$ cat config.mk
export PLATFORM = sky130hd
export DESIGN_NAME = htc_shift_cmp
export DESIGN_NICKNAME = d
export VERILOG_FILES = /design/src/hw/htc_pkg.sv /design/src/hw/htc_shift_cmp.sv
export SDC_FILE = /design/constraint.sdc
export NUM_CORES = 1
export LEC_CHECK = 0
export ABC_AREA = 1
export ABC_CLOCK_PERIOD_IN_PS = 1800
export BUFFER_PORTS_ARGS = -buffer_cell sky130_fd_sc_hd__buf_4
export CAP_MARGIN = 20
export CORE_MARGIN = 1.5
export CORE_UTILIZATION = 52
export CTS_CLUSTER_DIAMETER = 150
export DETAILED_ROUTE_END_ITERATION = 10
export GPL_ROUTABILITY_DRIVEN = 1
export PLACE_DENSITY = 0.89
export REMOVE_ABC_BUFFERS = 1
export SYNTH_ARGS = -nofsm -noshare
export SYNTH_HDL_FRONTEND = slang
export SYNTH_SLANG_ARGS = --single-unit
$ cat constraint.sdc
create_clock -name ref_clk -period 1.8 [get_ports ref_clk]
set_clock_uncertainty 0.15 [all_clocks]
set_input_delay 0 -clock ref_clk [delete_from_list [all_inputs] [get_ports ref_clk]]
set_output_delay 0 -clock ref_clk [all_outputs]
set_load 0.05 [all_outputs]
$ cat src/hw/htc_pkg.sv
// shared constants and types for the hdlc transmit count and test block
package htc_pkg;
  // ----------------------------------------------------------------
  // bus decode
  // ----------------------------------------------------------------
  localparam int          ADDR_W          = 32;
  localparam int          ADDR_IDX_LO     = 2;
  localparam int          ADDR_IDX_HI     = 6;
  localparam int          HTRANS_ACT_BIT  = 1;
  localparam logic [2:0]  HSIZE_WORD      = 3'h2;

  // register indices, byte address is four times the index
  localparam logic [4:0]  IDX_FIFO_DATA   = 5'h10;
  localparam logic [4:0]  IDX_CTRL2       = 5'h11;
  localparam logic [4:0]  IDX_CRC_CORRUPT = 5'h12;
  localparam logic [4:0]  IDX_RX_STATUS   = 5'h13;
  localparam logic [4:0]  IDX_ADDR_EXPECT = 5'h14;
  localparam logic [4:0]  IDX_TX_COUNT    = 5'h1a;
  localparam logic [4:0]  IDX_TEST_CTRL   = 5'h1b;
  localparam logic [4:0]  IDX_TEST_STATUS = 5'h1c;

  // ----------------------------------------------------------------
  // field positions
  // ----------------------------------------------------------------
  localparam int TC_SOFT_RESET = 7;
  localparam int TC_RX_TO_TX   = 6;
  localparam int TC_CRC_TEST   = 3;
  localparam int TC_FIFO_TEST  = 2;
  localparam int TC_ADDR_TEST  = 1;
  localparam int TC_TX_TO_RX   = 0;
  localparam int TS_RX_CLK     = 3;
  localparam int TS_TX_CLK     = 2;
  localparam int TS_CRC_MATCH  = 1;
  localparam int TS_ADDR_MATCH = 0;
  localparam int C2_REPEAT     = 0;
  localparam int C2_RX_EN      = 1;
  localparam int C2_TX_EN      = 2;
  localparam int FD_TAG_LO     = 8;
  localparam int FD_TAG_HI     = 9;
  localparam int FD_EMPTY      = 10;
  localparam int RS_OVERFLOW   = 8;
  localparam int TAG_EOP       = 0;

  // ----------------------------------------------------------------
  // reset values and figures
  // ----------------------------------------------------------------
  localparam logic [7:0]  TX_COUNT_RST    = 8'h00;
  localparam logic [7:0]  TX_COUNT_LAST   = 8'h01;
  localparam logic [6:0]  TEST_CTRL_RST   = 7'h00;
  localparam logic [2:0]  CTRL2_RST       = 3'h0;
  localparam logic [15:0] WORD16_RST      = 16'h0000;
  localparam logic [15:0] CRC_EXPECT      = 16'hf0b8;
  localparam logic [4:0]  CMP_SHIFTS      = 5'h10;
  localparam int          RX_DEPTH        = 128;
  localparam int          RX_PTR_W        = 7;
  localparam logic [7:0]  RX_FULL_COUNT   = 8'h80;

  typedef enum logic [1:0] {
    BUS_IDLE  = 2'b00,
    BUS_WRITE = 2'b01,
    BUS_READ  = 2'b10
  } htc_bus_state_t;
endpackage : htc_pkg

$ cat src/hw/htc_shift_cmp.sv
// sixteen-bit serial shift register that stops once aligned and compares to a pattern
module htc_shift_cmp
  import htc_pkg::*;
(
  // clock and control
  input  wire logic        ref_clk,
  input  wire logic        clear,
  input  wire logic        clkEn,
  // serial input
  input  wire logic        shiftEn,
  input  wire logic        bitIn,
  // comparison
  input  wire logic [15:0] corruptMask,
  input  wire logic [15:0] expectWord,
  output logic             match_q
);
  logic [15:0] shift_q;
  logic [4:0]  count_q;

  // msb first; the count freezes the shifter once the word is aligned
  always_ff @(posedge ref_clk) begin
    if (clear) begin
      shift_q <= WORD16_RST;
      count_q <= '0;
      match_q <= 1'b0;
    end else if (clkEn) begin
      if (shiftEn && (count_q != CMP_SHIFTS)) begin
        shift_q <= {shift_q[14:0], bitIn};
        count_q <= count_q + 5'h01;
      end
      // corruption flips single bits so the checker can be proven to fail
      match_q <= (count_q == CMP_SHIFTS) && ((shift_q ^ corruptMask) == expectWord);
    end
  end
endmodule : htc_shift_cmp

==> impl_metrics.env <==
export IMPL_status="finished clean"
export IMPL_area_delta_synth_final_pct=30.3
export IMPL_netlist_area_um2=1430
export IMPL_detailedRoute_firstIterationViolations=35
export IMPL_period_share_pct=91.1
export IMPL_vias=1485
export IMPL_async_reset_ff_share_pct=0
export IMPL_crit_slowest_cell="dfxtp_1"
export IMPL_cts_tree="built"
export IMPL_ys_top_cells_by_count="nand2_1 (72), inv_1 (49), nor2_1 (27), dfxtp_1 (22)"
export IMPL_drv_cap=0
export IMPL_slew_viol_final=0
export IMPL_syn_area_per_cell_um2=6.15
export IMPL_synthTopCellsByArea="dfxtp_1 (31%), nand2_1 (19%), inv_1 (13%)"
export IMPL_yosysMostFrequentCell="nand2_1"
export IMPL_drive_above_1_share_pct=18.9
export IMPL_yosysSeqAreaShare_pct=30.7
export IMPL_pin_count=38
export IMPL_fillers=238
export IMPL_grt_pass1_vias=1393
export IMPL_ant_nets=0
export IMPL_yosys_warnings=0
export IMPL_power_density_nw_per_um2=575
export IMPL_gp_congestion=0.786
export IMPL_max_freq_ghz=0.610
export IMPL_cts_root_buf="clkbuf_4"
export IMPL_ir_worst_vdd_mv=0.448
export IMPL_path_cells="inv_1 -> ha_1 -> nand2_1 -> inv_1 -> nand2_2 -> nand3_4 -> nor3_2 -> and3_1 -> nor3_2"
export IMPL_cts_clk_slew_worst_paths_ns=0.12
export IMPL_leakagePower_nw=0.992
export IMPL_dpl_hpwl_um=2350
export IMPL_synthCells=233
export IMPL_cp_max_fo=12
export IMPL_critPathMaxStageDelay_ns=0.37
export IMPL_drc=0
export IMPL_grt_pass1_wl_um=5460
export IMPL_wirelength_um=3010
export IMPL_start_util_pct=56.3
export IMPL_synth_top_area_cell="dfxtp_1"
export IMPL_crit_required_ns=1.85
export IMPL_critPathArrivalTime_ns=1.69
export IMPL_synth_edf_count=0
export IMPL_yosysUniqueCellTypes=24
export IMPL_via_per_inst=4.79
export IMPL_fp_dieW_um=55.5
export IMPL_num_antenna_cells=0
export IMPL_clock_sinks=22
export IMPL_crit_type="reg2reg"
export IMPL_core_area_um2=2540
export IMPL_first_pass_iters=4
export IMPL_portBuffers=37
export IMPL_synthFlopType="dfxtp_1"
export IMPL_crit_buf_inv=2
export IMPL_min_delay_path_class="in2reg"
export IMPL_cts_path_max_buffers=2
export IMPL_wire_per_inst_um=9.72
export IMPL_cp_top_family="simple AND/OR/NAND/NOR gates"
export IMPL_rows=18
export IMPL_antenna_found_initial=0
export IMPL_dieArea_um2=3080
export IMPL_insertion_delay_ns=0.30
export IMPL_rsz0062_at_grt="no"
export IMPL_grt_max_degree=23
export IMPL_relSlewSlack_pct=83.2
export IMPL_crit_path_start_kind="flip-flop"
export IMPL_setup_viol=0
export IMPL_finalHoldViolCount=0
export IMPL_synth_seq_cells=22
export IMPL_synth_top_cell_area_share_pct=30.7
export IMPL_fp_dieH_um=55.5
export IMPL_fin_area_um2=1870
export IMPL_layout_nets=320
export IMPL_worst_pin_slew_ns=0.252
export IMPL_fin_crit_ns=1.64
export IMPL_numCtsBuffers=3
export IMPL_grt_ovfl_total=0
export IMPL_place_area_um2=1740
export IMPL_end_kind="flip-flop"
export IMPL_cts_max_level=1
export IMPL_totalNegativeSetupSlack_ns=0
export IMPL_grt_use_total_pct=21.1
-- power breakdown --
group / total, mW / internal, mW / leakage (nW) / switching [mW]
Sequential: 0.534 / 0.513 / 0.180 / 0.0210
Combinational: 0.272 / 0.136 / 0.790 / 0.136
Clock: 0.268 / 0.123 / 0.0210 / 0.145
-- metal layers --
metal	up-vias	global-route usage (%)	share of wire (%)
met5	-	0	0
met4	0	4.18	0.27
met3	2	3.75	2.7
met2	21	37.1	48
met1	652	26.9	49
li1	810	-	-
-- flip-flops by register name, summed over array words and instances (netlist names) --
name and flops:
match_q 1, shift_q 16, count_q 5
-- logic make-up (layout without fill, tap and decap cells) --
group / after synthesis / in the layout / share of synthesized area (%)
DFF: 22 / 22 / 30.7
and+or+nand+nor: 127 / 127 / 38.2
xor gates and xnor gates: 4 / 4 / 2.44
adders and majority gates: 2 / 2 / 1.74
buffers and inverters: 54 / 101 / 14.7
AOI/OAI and AO/OA: 24 / 24 / 12.1
-- worst reg2reg max path: stages, from the launching register on --
cell,delay (ns)
dfxtp_1,0.37
inv_1,0.07
ha_1,0.19
nand2_1,0.07
inv_1,0.05
nand2_2,0.08
nand3_4,0.13
nor3_2,0.19
and3_1,0.20
nor3_2,0.04
-- cells in the final DEF (no fill, tap or decap) --
cell	synthesis	final
nand2_1	72	72
inv_1	49	49
buf_4	2	39
nor2_1	27	27
dfxtp_1	22	22
nand3_1	17	17
a211oi_1	17	16
dlygate4sd3_1	0	9
xnor2_1	4	4
nor2_2	3	3
clkbuf_4	0	3
a21oi_1	2	2
nor3_2	2	2
a21o_1	2	2
ha_1	2	2
nand2_2	1	1
nand3_4	1	1
o21a_1	1	1
o21ai_0	1	1
nor3b_1	1	1
nor3_1	1	1
a211oi_2	0	1
nand3_2	1	1
a21oi_2	1	1
and3_1	1	1
clkbuf_8	0	1
-- metrics by stage --
step                instances  hold slack (ns)  power, mW  utilization, %  setup WS, ns
detailed placement        297            0.157      0.798            68.2         0.170
global route              310           0.0494       1.15            73.4        0.0278
CTS                       310          0.00117       1.08            73.2         0.140
floorplan                 228          -0.0876      0.687               -         0.129
finish                    310           0.0127       1.07            73.4         0.161
global placement          297            0.154      0.791            68.2         0.242
-- timing repair --
item	in CTS	in global routing
resized for setup	0	1
hold buffers	9	0
buffers inserted	0	0
endpoints found under the hold margin	22	0
endpoints found under the setup margin	0	1
-- worst paths after layout --
kind	start	to	slack, ns	depth (start not counted)
worst max-delay path	count_q[0]	count_q[4]	0.16	9
worst min-delay path	expectWord[2]	match_q	0.01	7
worst max register to register	count_q[0]	count_q[4]	0.16	9
worst min register to register	match_q	match_q	0.35	2
-- layout make-up --
type | instances | area, µm² | share of cell area, %
well taps | 30 | 37.5 | 2.01
flip-flops and latches | 22 | 440 | 23.6
multi-input cells | 157 | 787 | 42.1
repair buffers | 48 | 383 | 20.5
clock buffers | 4 | 36.3 | 1.94
inverters | 49 | 184 | 9.85
Note: power is estimated with default switching activity, not from simulation.
